==> config.mk <==
export PLATFORM = sky130hd
export DESIGN_NAME = fcd_top
export DESIGN_NICKNAME = d
export VERILOG_FILES = /design/src/core/fcd_pkg.sv /design/src/core/fcd_decode.sv /design/src/core/fcd_key_check.sv /design/src/core/fcd_top.sv
export SDC_FILE = /design/constraint.sdc
export NUM_CORES = 1
export LEC_CHECK = 0
export ABC_AREA = 1
export BUFFER_PORTS_ARGS = -buffer_cell sky130_fd_sc_hd__buf_2
export CORE_ASPECT_RATIO = 0.8
export CORE_MARGIN = 5
export CORE_UTILIZATION = 35
export CTS_CLUSTER_SIZE = 16
export DETAILED_ROUTE_END_ITERATION = 7
export GPL_TIMING_DRIVEN = 0
export PLACE_DENSITY = 0.53
export SKIP_LAST_GASP = 1
export SLEW_MARGIN = 15
export SYNTH_ARGS = -nofsm -noshare
export SYNTH_HDL_FRONTEND = slang
export SYNTH_HIERARCHICAL = 1
export SYNTH_SLANG_ARGS = --single-unit
==> constraint.sdc <==
create_clock -name sys_clk -period 9.3 [get_ports sys_clk]
set_input_delay 0.93 -clock sys_clk [delete_from_list [all_inputs] [get_ports sys_clk]]
set_output_delay 0.93 -clock sys_clk [all_outputs]
set_load 0.05 [all_outputs]
==> src/core/fcd_pkg.sv <==
// Purpose: shared constants and types of the flash command decoder
// Assumes: 32-bit register port, byte offsets
// Notes:   engine request travels as one packed struct
package fcd_pkg;
   // register byte offsets
   localparam logic [7:0] REG_CMD   = 8'h00;
   localparam logic [7:0] REG_ADDR  = 8'h04;
   localparam logic [7:0] REG_DAT0  = 8'h08;
   localparam logic [7:0] REG_DAT1  = 8'h0C;
   localparam logic [7:0] REG_CNT   = 8'h10;
   localparam logic [7:0] REG_PROT  = 8'h14;
   localparam logic [7:0] REG_STAT  = 8'h18;
   localparam logic [7:0] REG_KEY   = 8'h1C;
   // protection register bit positions
   localparam int PB_LOW  = 0;
   localparam int PB_HIGH = 1;
   localparam int PB_POPN = 2;
   localparam int PB_DOPN = 3;
   // status register bit positions
   localparam int SB_BUSY = 0;
   localparam int SB_DONE = 1;
   localparam int SB_ILL  = 2;
   localparam int SB_VIOL = 3;
   localparam int SB_ACC  = 4;
   localparam int SB_VFAIL = 5;
   localparam int SB_SEC  = 6;
   localparam int SB_POVR = 7;
   localparam int SB_DOVR = 8;
   // command codes
   localparam logic [7:0] C_VFY_ALL = 8'h01;
   localparam logic [7:0] C_VFY_BLK = 8'h02;
   localparam logic [7:0] C_VFY_SEC = 8'h03;
   localparam logic [7:0] C_RD_ONCE = 8'h04;
   localparam logic [7:0] C_PROG    = 8'h06;
   localparam logic [7:0] C_PG_ONCE = 8'h07;
   localparam logic [7:0] C_ERS_ALL = 8'h08;
   localparam logic [7:0] C_ERS_BLK = 8'h09;
   localparam logic [7:0] C_ERS_SEC = 8'h0A;
   localparam logic [7:0] C_UNSEC   = 8'h0B;
   localparam logic [7:0] C_BACKDR  = 8'h0C;
   localparam logic [7:0] C_MRG_USR = 8'h0D;
   localparam logic [7:0] C_MRG_FLD = 8'h0E;
   localparam logic [7:0] C_PROT_OV = 8'h13;
   // one-time field size in bytes
   localparam logic [23:0] ONCE_BYTES = 24'h000040;
   localparam int AW = 24;
   typedef enum logic [3:0] {
      OP_NONE, OP_VFY_ALL, OP_VFY_BLK, OP_VFY_SEC, OP_RD_ONCE, OP_PROG, OP_PG_ONCE,
      OP_ERS_ALL, OP_ERS_BLK, OP_ERS_SEC, OP_MRG_USR, OP_MRG_FLD
   } fcd_op_t;
   typedef struct packed {
      logic          valid;
      fcd_op_t       op;
      logic [AW-1:0] addr;
      logic [63:0]   data;
      logic [15:0]   count;
   } fcd_req_t;
   // decoded view of a command code
   typedef struct packed {
      fcd_op_t op;
      logic    legal;
      logic    unsec;
      logic    backdoor;
      logic    override;
   } fcd_dec_t;
endpackage

==> src/core/fcd_decode.sv <==
// Purpose: maps a command code onto an engine operation
// Assumes: pure combinational, read in the launch cycle
// Notes:   local commands carry OP_NONE
`timescale 1ns/1ps
module fcd_decode import fcd_pkg::*; (
   input  wire logic [7:0] code,
   output fcd_dec_t        dec
);
   // one entry per supported code, all else refused
   always_comb begin
      dec = '{op: OP_NONE, legal: 1'b1, unsec: 1'b0, backdoor: 1'b0, override: 1'b0};
      case (code)
         C_VFY_ALL: dec.op = OP_VFY_ALL;
         C_VFY_BLK: dec.op = OP_VFY_BLK;
         C_VFY_SEC: dec.op = OP_VFY_SEC;
         C_RD_ONCE: dec.op = OP_RD_ONCE;
         C_PROG:    dec.op = OP_PROG;
         C_PG_ONCE: dec.op = OP_PG_ONCE;
         C_ERS_ALL: dec.op = OP_ERS_ALL;
         C_ERS_BLK: dec.op = OP_ERS_BLK;
         C_ERS_SEC: dec.op = OP_ERS_SEC;
         C_MRG_USR: dec.op = OP_MRG_USR;
         C_MRG_FLD: dec.op = OP_MRG_FLD;
         // unsecure starts as a full erase, verify follows
         C_UNSEC: begin
            dec.op    = OP_ERS_ALL;
            dec.unsec = 1'b1;
         end
         C_BACKDR:  dec.backdoor = 1'b1;
         C_PROT_OV: dec.override = 1'b1;
         default:   dec.legal = 1'b0;
      endcase
   end
endmodule

==> src/core/fcd_key_check.sv <==
// Purpose: compares a supplied key against the stored key
// Assumes: check is a one-cycle pulse
// Notes:   a failed compare locks further compares until reset
`timescale 1ns/1ps
module fcd_key_check #(
   parameter int KEY_W = 64
) (
   input  wire logic             sys_clk,
   input  wire logic             rst,
   input  wire logic             check,
   input  wire logic [KEY_W-1:0] key_in,
   input  wire logic [KEY_W-1:0] key_ref,
   output logic                  match_ff,
   output logic                  fail_ff,
   output logic                  locked_ff
);
   if (KEY_W < 8) begin : g_chk
      $error("fcd_key_check: KEY_W too small");
   end
   // lockout stops brute-force retries between resets
   always_ff @(posedge sys_clk or posedge rst) begin
      if (rst) begin
         match_ff  <= 1'b0;
         fail_ff   <= 1'b0;
         locked_ff <= 1'b0;
      end else begin
         match_ff <= check && !locked_ff && (key_in == key_ref);
         fail_ff  <= check && (locked_ff || key_in != key_ref);
         if (check && key_in != key_ref) begin
            locked_ff <= 1'b1;
         end
      end
   end
endmodule

==> src/core/fcd_top.sv <==
// Purpose: flash command decoder and sequencer
// Assumes: engine answers eng_done at least one cycle after a request
// Notes:   special_mode is an outside pin and is synchronised
// Operation
// code 01 verifies all program and data blocks erased
// code 02 verifies one program block erased
// code 03 verifies count words from start address erased
// code 04 reads the 64 byte one-time field
// code 06 programs one phrase
// code 07 programs the 64 byte one-time field, once only
// code 08 erases all program and data blocks
// erase-all needs low, high, program open and data open bits set
// code 09 erases one program or data block
// full program block erase needs low, high and open bits set
// code 0A erases one program sector
// code 0B erases all, verifies, then releases security
// code 0C compares keys and releases security on match
// code 0D sets user margin level for program blocks
// code 0E sets field margin level, special modes only
// code 13 checks key and overrides program and/or data protection
// unsupported codes are refused and flagged illegal; while busy the code flags an access error instead
//
// Chosen here: the strobed register port and the register offsets.
`timescale 1ns/1ps
module fcd_top import fcd_pkg::*; #(
   parameter int KEY_W = 64
) (
   input  wire logic             sys_clk,
   input  wire logic             rst,
   input  wire logic [7:0]       addr,
   input  wire logic [31:0]      wdata,
   input  wire logic             wr,
   input  wire logic             rd,
   output logic [31:0]           rdata_ff,
   output fcd_req_t              eng_req_ff,
   input  wire logic             eng_done,
   input  wire logic             eng_fail,
   input  wire logic [31:0]      eng_rdata,
   input  wire logic             once_used,
   input  wire logic [KEY_W-1:0] nv_key,
   input  wire logic             special_mode,
   output logic                  secured_ff,
   output logic                  busy_ff
);
   if (KEY_W < 8 || KEY_W > 64) begin : g_chk
      $error("fcd_top: KEY_W out of range");
   end

   typedef enum logic [4:0] {
      ST_IDLE = 5'h01, ST_ISSUE = 5'h02, ST_WAIT = 5'h04, ST_KEY = 5'h08, ST_FIN = 5'h10
   } fcd_st_t;

   ////////////////////////////////////////////////////////////////////////
   fcd_st_t          st_ff;
   fcd_st_t          nxt_st;
   logic [AW-1:0]    addr_ff;
   logic [63:0]      data_ff;
   logic [15:0]      cnt_ff;
   logic [3:0]       prot_ff;
   logic [63:0]      key_ff;
   logic             done_ff, ill_ff, viol_ff, acc_ff, vfail_ff;
   logic             povr_ff, dovr_ff, unsec_ff, ovr_cmd_ff;
   logic             sm1_ff, sm2_ff, sm3_ff, spec_ff;
   fcd_dec_t         dec;
   logic             launch, accept, refuse_ill, refuse_viol, refuse_acc;
   logic             key_match, key_fail;
   logic             prog_open, data_open, is_data_blk;

   fcd_decode u_dec (
      .code (wdata[7:0]),
      .dec  (dec)
   );

   fcd_key_check #(.KEY_W(KEY_W)) u_key (
      .sys_clk   (sys_clk),
      .rst       (rst),
      .check     (st_ff == ST_IDLE && launch && dec.legal && (dec.backdoor || dec.override)),
      .key_in    (key_ff[KEY_W-1:0]),
      .key_ref   (nv_key),
      .match_ff  (key_match),
      .fail_ff   (key_fail),
      .locked_ff ()
   );

   ////////////////////////////////////////////////////////////////////////
   // special mode pin: three stages, accepted once stages two and three agree
   always_ff @(posedge sys_clk or posedge rst) begin
      if (rst) begin
         sm1_ff  <= 1'b0;
         sm2_ff  <= 1'b0;
         sm3_ff  <= 1'b0;
         spec_ff <= 1'b0;
      end else begin
         sm1_ff <= special_mode;
         sm2_ff <= sm1_ff;
         sm3_ff <= sm2_ff;
         if (sm2_ff == sm3_ff) begin
            spec_ff <= sm3_ff;
         end
      end
   end

   ////////////////////////////////////////////////////////////////////////
   // launch checks; a write while busy is an access error, never queued
   assign launch      = wr && addr == REG_CMD;
   assign prog_open   = (prot_ff[PB_LOW] && prot_ff[PB_HIGH] && prot_ff[PB_POPN]) || povr_ff;
   assign data_open   = prot_ff[PB_DOPN] || dovr_ff;
   assign is_data_blk = addr_ff[AW-1];
   assign refuse_ill  = !dec.legal || (dec.op == OP_MRG_FLD && !spec_ff);
   assign refuse_viol = (dec.op == OP_ERS_ALL && !dec.unsec && !(prog_open && data_open))
                     || (dec.op == OP_ERS_BLK && !is_data_blk && !prog_open)
                     || (dec.op == OP_ERS_BLK && is_data_blk && !data_open);
   assign refuse_acc  = st_ff != ST_IDLE
                     || ((dec.op == OP_RD_ONCE || dec.op == OP_PG_ONCE) && addr_ff >= ONCE_BYTES)
                     || (dec.op == OP_PG_ONCE && once_used);
   assign accept      = launch && !refuse_ill && !refuse_viol && !refuse_acc;

   ////////////////////////////////////////////////////////////////////////
   // sequencer state
   always_comb begin
      nxt_st = st_ff;
      case (st_ff)
         ST_IDLE: begin
            if (accept) begin
               nxt_st = (dec.backdoor || dec.override) ? ST_KEY : ST_ISSUE;
            end
         end
         ST_ISSUE: nxt_st = ST_WAIT;
         ST_WAIT: begin
            if (eng_done) begin
               // unsecure chains a verify after its erase
               nxt_st = (unsec_ff && eng_req_ff.op == OP_ERS_ALL && !eng_fail) ? ST_ISSUE : ST_FIN;
            end
         end
         ST_KEY:  nxt_st = (key_match || key_fail) ? ST_FIN : ST_KEY;
         ST_FIN:  nxt_st = ST_IDLE;
         default: nxt_st = ST_IDLE;
      endcase
   end

   always_ff @(posedge sys_clk or posedge rst) begin
      if (rst) begin
         st_ff   <= ST_IDLE;
         busy_ff <= 1'b0;
      end else begin
         st_ff   <= nxt_st;
         busy_ff <= nxt_st != ST_IDLE;
      end
   end

   ////////////////////////////////////////////////////////////////////////
   // engine request: one-cycle valid, fields held until the next request
   always_ff @(posedge sys_clk or posedge rst) begin
      if (rst) begin
         eng_req_ff <= '0;
         unsec_ff   <= 1'b0;
      end else begin
         eng_req_ff.valid <= 1'b0;
         if (st_ff == ST_IDLE && accept && !dec.backdoor && !dec.override) begin
            eng_req_ff.valid <= 1'b1;
            eng_req_ff.op    <= dec.op;
            eng_req_ff.addr  <= addr_ff;
            eng_req_ff.data  <= data_ff;
            eng_req_ff.count <= cnt_ff;
            unsec_ff         <= dec.unsec;
         end else if (st_ff == ST_WAIT && nxt_st == ST_ISSUE) begin
            eng_req_ff.valid <= 1'b1;
            eng_req_ff.op    <= OP_VFY_ALL;
         end
      end
   end

   ////////////////////////////////////////////////////////////////////////
   // software registers
   always_ff @(posedge sys_clk or posedge rst) begin
      if (rst) begin
         addr_ff <= '0;
         data_ff <= '0;
         cnt_ff  <= '0;
         prot_ff <= '0;
         key_ff  <= '0;
      end else begin
         if (wr && addr == REG_ADDR) begin
            addr_ff <= wdata[AW-1:0];
         end
         if (wr && addr == REG_CNT) begin
            cnt_ff <= wdata[15:0];
         end
         if (wr && addr == REG_PROT) begin
            prot_ff <= wdata[3:0];
         end
         if (wr && addr == REG_KEY) begin
            key_ff <= {key_ff[31:0], wdata};
         end
         // read-once result lands in the low data word
         if (st_ff == ST_WAIT && eng_done && eng_req_ff.op == OP_RD_ONCE) begin
            data_ff[31:0] <= eng_rdata;
         end else if (wr && addr == REG_DAT0) begin
            data_ff[31:0] <= wdata;
         end
         if (wr && addr == REG_DAT1) begin
            data_ff[63:32] <= wdata;
         end
      end
   end

   ////////////////////////////////////////////////////////////////////////
   // sticky flags: write one clears, a hardware set in the same cycle wins
   always_ff @(posedge sys_clk or posedge rst) begin
      if (rst) begin
         done_ff  <= 1'b0;
         ill_ff   <= 1'b0;
         viol_ff  <= 1'b0;
         acc_ff   <= 1'b0;
         vfail_ff <= 1'b0;
      end else begin
         if (wr && addr == REG_STAT) begin
            done_ff  <= done_ff && !wdata[SB_DONE];
            ill_ff   <= ill_ff && !wdata[SB_ILL];
            viol_ff  <= viol_ff && !wdata[SB_VIOL];
            acc_ff   <= acc_ff && !wdata[SB_ACC];
            vfail_ff <= vfail_ff && !wdata[SB_VFAIL];
         end
         if (st_ff == ST_FIN) begin
            done_ff <= 1'b1;
         end
         if (launch && refuse_ill && !refuse_acc) begin
            ill_ff <= 1'b1;
         end
         if (launch && refuse_viol && !refuse_ill && !refuse_acc) begin
            viol_ff <= 1'b1;
         end
         if (launch && refuse_acc) begin
            acc_ff <= 1'b1;
         end
         if ((st_ff == ST_WAIT && eng_done && eng_fail) || (st_ff == ST_KEY && key_fail)) begin
            vfail_ff <= 1'b1;
         end
      end
   end

   ////////////////////////////////////////////////////////////////////////
   // security and temporary protection override
   always_ff @(posedge sys_clk or posedge rst) begin
      if (rst) begin
         secured_ff <= 1'b1;
         povr_ff    <= 1'b0;
         dovr_ff    <= 1'b0;
         ovr_cmd_ff <= 1'b0;
      end else begin
         if (st_ff == ST_IDLE && accept) begin
            ovr_cmd_ff <= dec.override;
         end
         if (st_ff == ST_WAIT && eng_done && !eng_fail && unsec_ff && eng_req_ff.op == OP_VFY_ALL) begin
            secured_ff <= 1'b0;
         end
         if (st_ff == ST_KEY && key_match && !ovr_cmd_ff) begin
            secured_ff <= 1'b0;
         end
         // override lasts until reset or a new override with bits clear
         if (st_ff == ST_KEY && key_match && ovr_cmd_ff) begin
            povr_ff <= data_ff[0];
            dovr_ff <= data_ff[1];
         end
      end
   end

   ////////////////////////////////////////////////////////////////////////
   // read port, data stand only in the cycle after the strobe
   always_ff @(posedge sys_clk or posedge rst) begin
      if (rst) begin
         rdata_ff <= '0;
      end else begin
         rdata_ff <= '0;
         if (rd) begin
            case (addr)
               REG_CMD:  rdata_ff <= {28'h0000000, eng_req_ff.op};
               REG_ADDR: rdata_ff <= {8'h00, addr_ff};
               REG_DAT0: rdata_ff <= data_ff[31:0];
               REG_DAT1: rdata_ff <= data_ff[63:32];
               REG_CNT:  rdata_ff <= {16'h0000, cnt_ff};
               REG_PROT: rdata_ff <= {28'h0000000, prot_ff};
               REG_STAT: rdata_ff <= {23'h000000, dovr_ff, povr_ff, secured_ff, vfail_ff,
                                      acc_ff, viol_ff, ill_ff, done_ff, busy_ff};
               default:  rdata_ff <= 32'h00000000;
            endcase
         end
      end
   end
endmodule

==> results_dict.tcl <==
set metrics [dict create \
    final_area_um2 19400 \
    worst-path-max-fanout 10 \
    fin_crit_sh_pct 36.2 \
    synth_warnings 6 \
    dieArea_um2 49300 \
    met1Wirelength_um 26700 \
    grt_pass1_vias 13734 \
    drt_iter0_markers 1113 \
    synth_top_area_cell "dfrtp_1" \
    clk_pin_slew_ns 0.07 \
    vias 14062 \
    fin_setup_tns_ns 0 \
    synthCells 1907 \
    grt_antenna_before_repair 7 \
    start_util_pct 35.4 \
    leakagePower_nw 10.1 \
    r2r_start "addr_ff[6]$_DFFE_PP0P_" \
    cts.sinks 336 \
    clk_path_buf_depth 3 \
    finalSetupViolations 0 \
    worst_r2r_path_depth 8 \
    rsz0062_at_grt "false" \
    area_growth_pct 23.3 \
    syn_nets 2051 \
    port_buffers 285 \
    cts_tree "yes" \
    fmax_mhz 297 \
    core-area_um2 44500 \
    antenna_left 0 \
    post_cts_resized 0 \
    grt_max_degree 36 \
    skew_ns 0.0234 \
    worst_setup_path_end_kind "flop" \
    synth-async-reset-ratio_pct 100 \
    synth-seq-area-share_pct 53.4 \
    wl_met3_um 4650 \
    synth_top_flop_cell "dfrtp_1" \
    grt_pass1_wl_um 86500 \
    wire_per_inst_um 20.4 \
    crit_type "in2reg" \
    holdBufCountCts 0 \
    seqCellArea_um2 8410 \
    routabilityCongestion 0.896 \
    finalMaxSlewViolations 0 \
    rows 69 \
    wl_met2_um 26300 \
    outcome "finished clean" \
    grt_overflow 0 \
    synth.cell_area_um2 15700 \
    syn_avg_cell_area_um2 8.25 \
    cp-startpoint "wdata[1]" \
    start_kind "primary input" \
    hold_class "in2async" \
    fillers 4486 \
    ios 287 \
    yosys.area.top_type_share_pct 53.1 \
    htreeDepth 2 \
    dp_hpwl_um 46400 \
    vias_per_cell 4.89 \
    layout_commonest_cell "nand2_1" \
    crit_arrival_ns 3.80 \
    r2r_setup_slack_ns 6.73 \
    vdd_ir_drop_max_v 0.000138 \
    drt-total-wl_um 58700 \
    holdWs_ns 0.309 \
    num-nets-final 2386 \
    drc 0 \
    hold_viol_final 0 \
    worstReg2RegEnd "eng_req_ff[82]$_DFFE_PP0P_" \
    root_buffer "clkbuf_16" \
    die_y_um 200 \
    placed_cell_area_um2 18200 \
    final_cell_mix "nand2_1, dfrtp_1, inv_1" \
    synth_seq_cells 336 \
    period_minus_slack_ns 3.36 \
    cts_inserted_buffers 37 \
    synth_area_leaders "dfrtp_1, nand2_1, inv_1, nor2_1, o21ai_0" \
    routed.top_layer "met5" \
    multi_input_area_um2 5690 \
    worst_slew_pin_slew_ns 1.04 \
    crit_required_ns 9.74 \
    layout-drive-gt1-share_pct 21.8 \
    synth-edff-count 0 \
    relSlewSlack_pct 30.6 \
    drt_first_pass_iters 5 \
    powerDensity_nw_per_um2 171 \
    clock_latency_ns 0.53 \
    crit_end "eng_req_ff[82]$_DFFE_PP0P_" \
    cap_violations 0 \
    grt_usage_pct 23.4 \
    post_cts_buffers 0 \
    ys_types 42 \
    die_w_um 247 \
]
[critical path, stage by stage]
cell      delay (ns)
buf_2           0.17
nand2_2         0.13
clkinv_2        0.09
nor2_4          0.12
nor2_2          0.06
nor2_2          0.09
nand3_1         0.16
nand2_1         0.27
nand2_1         0.09
nor2_1          0.11
nand3_1         0.28
a21oi_4         0.35
nand3_4         0.25
clkbuf_1        0.44
o21ai_1         0.25
[power by group]
group,internal (mW),switching [mW]
Combinational,0.0793,0.173
Sequential,1.50,0.0282
Clock,0.913,0.621
Total,2.49,0.822
[layout make-up]
type                    count  share of cell area (%)
flip-flops and latches    336                    43.3
multi-input cells        1174                    29.3
repair buffers            296                    8.52
inverters                 329                    6.39
clock buffers              52                    5.48
well taps                 603                    3.89
plain buffers              68                    2.08
clock inverters            14                   0.967
diodes                      3                  0.0387
[synth_stat cells (15+ instances only)]
cell,instances
nand2_1,518
dfrtp_1,334
inv_1,322
nor2_1,178
o21ai_0,123
o21ai_1,78
nand3_1,51
o221ai_1,36
a21oi_1,35
mux2_2,32
o21ai_2,30
buf_2,28
o22ai_1,28
clkbuf_1,24
buf_6,15
[per-stage QoR]
step	power [mW]	util, %	worst slack, ns	cells
after floorplan	1.68	-	3.92	1907
after global placement	1.80	40.3	1.65	2795
after detailed placement	1.81	40.8	5.48	2806
after CTS	3.35	43.6	6.06	2872
after global routing	3.44	43.7	5.67	2875
final	3.32	43.7	5.94	2875
[state kept, by name, summed over array words and instances, names as in the netlist, 4 cells and up]
name and count:
prot_ff 4, key_ff 64, addr_ff 24, rdata_ff 32, data_ff 64, cnt_ff 16, st_ff 5, eng_req_ff 109
[layer usage]
layer	global-route usage (%)	vias to the layer above
met5	0	-
met1	33.8	6831
met2	36.3	479
met4	5.56	2
li1	-	6680
met3	4.83	70
[kinds of logic (layout without fill, tap and decap cells)]
group / count (synthesis) / in the layout / synth area share, %
compound gates: 340 / 340 / 12.8
xor+xnor: 6 / 6 / 0.334
fa+ha+maj: 1 / 1 / 0.0636
buf+inv: 397 / 759 / 10.4
flops: 336 / 336 / 53.4
mux: 32 / 32 / 2.29
other cells: 0 / 3 / 0
simple gates: 795 / 795 / 20.6
[worst min-delay path by stage]
stage / end / slack [ns] / startpoint / cells past startpoint
final: u_key/fail_ff$_DFF_PP0_ / 0.31 / rst / 2
after global routing: u_key/locked_ff$_DFFE_PP0P_ / 0.31 / rst / 2
after CTS: u_key/fail_ff$_DFF_PP0_ / 0.29 / rst / 2
after detailed placement: sm2_ff$_DFF_PP0_ / 0.34 / sm1_ff$_DFF_PP0_ / 0
after global placement: sm2_ff$_DFF_PP0_ / 0.33 / sm1_ff$_DFF_PP0_ / 0
after floorplan: sm2_ff$_DFF_PP0_ / 0.33 / sm1_ff$_DFF_PP0_ / 0
No activity file was read; power rests on OpenSTA's default activity.
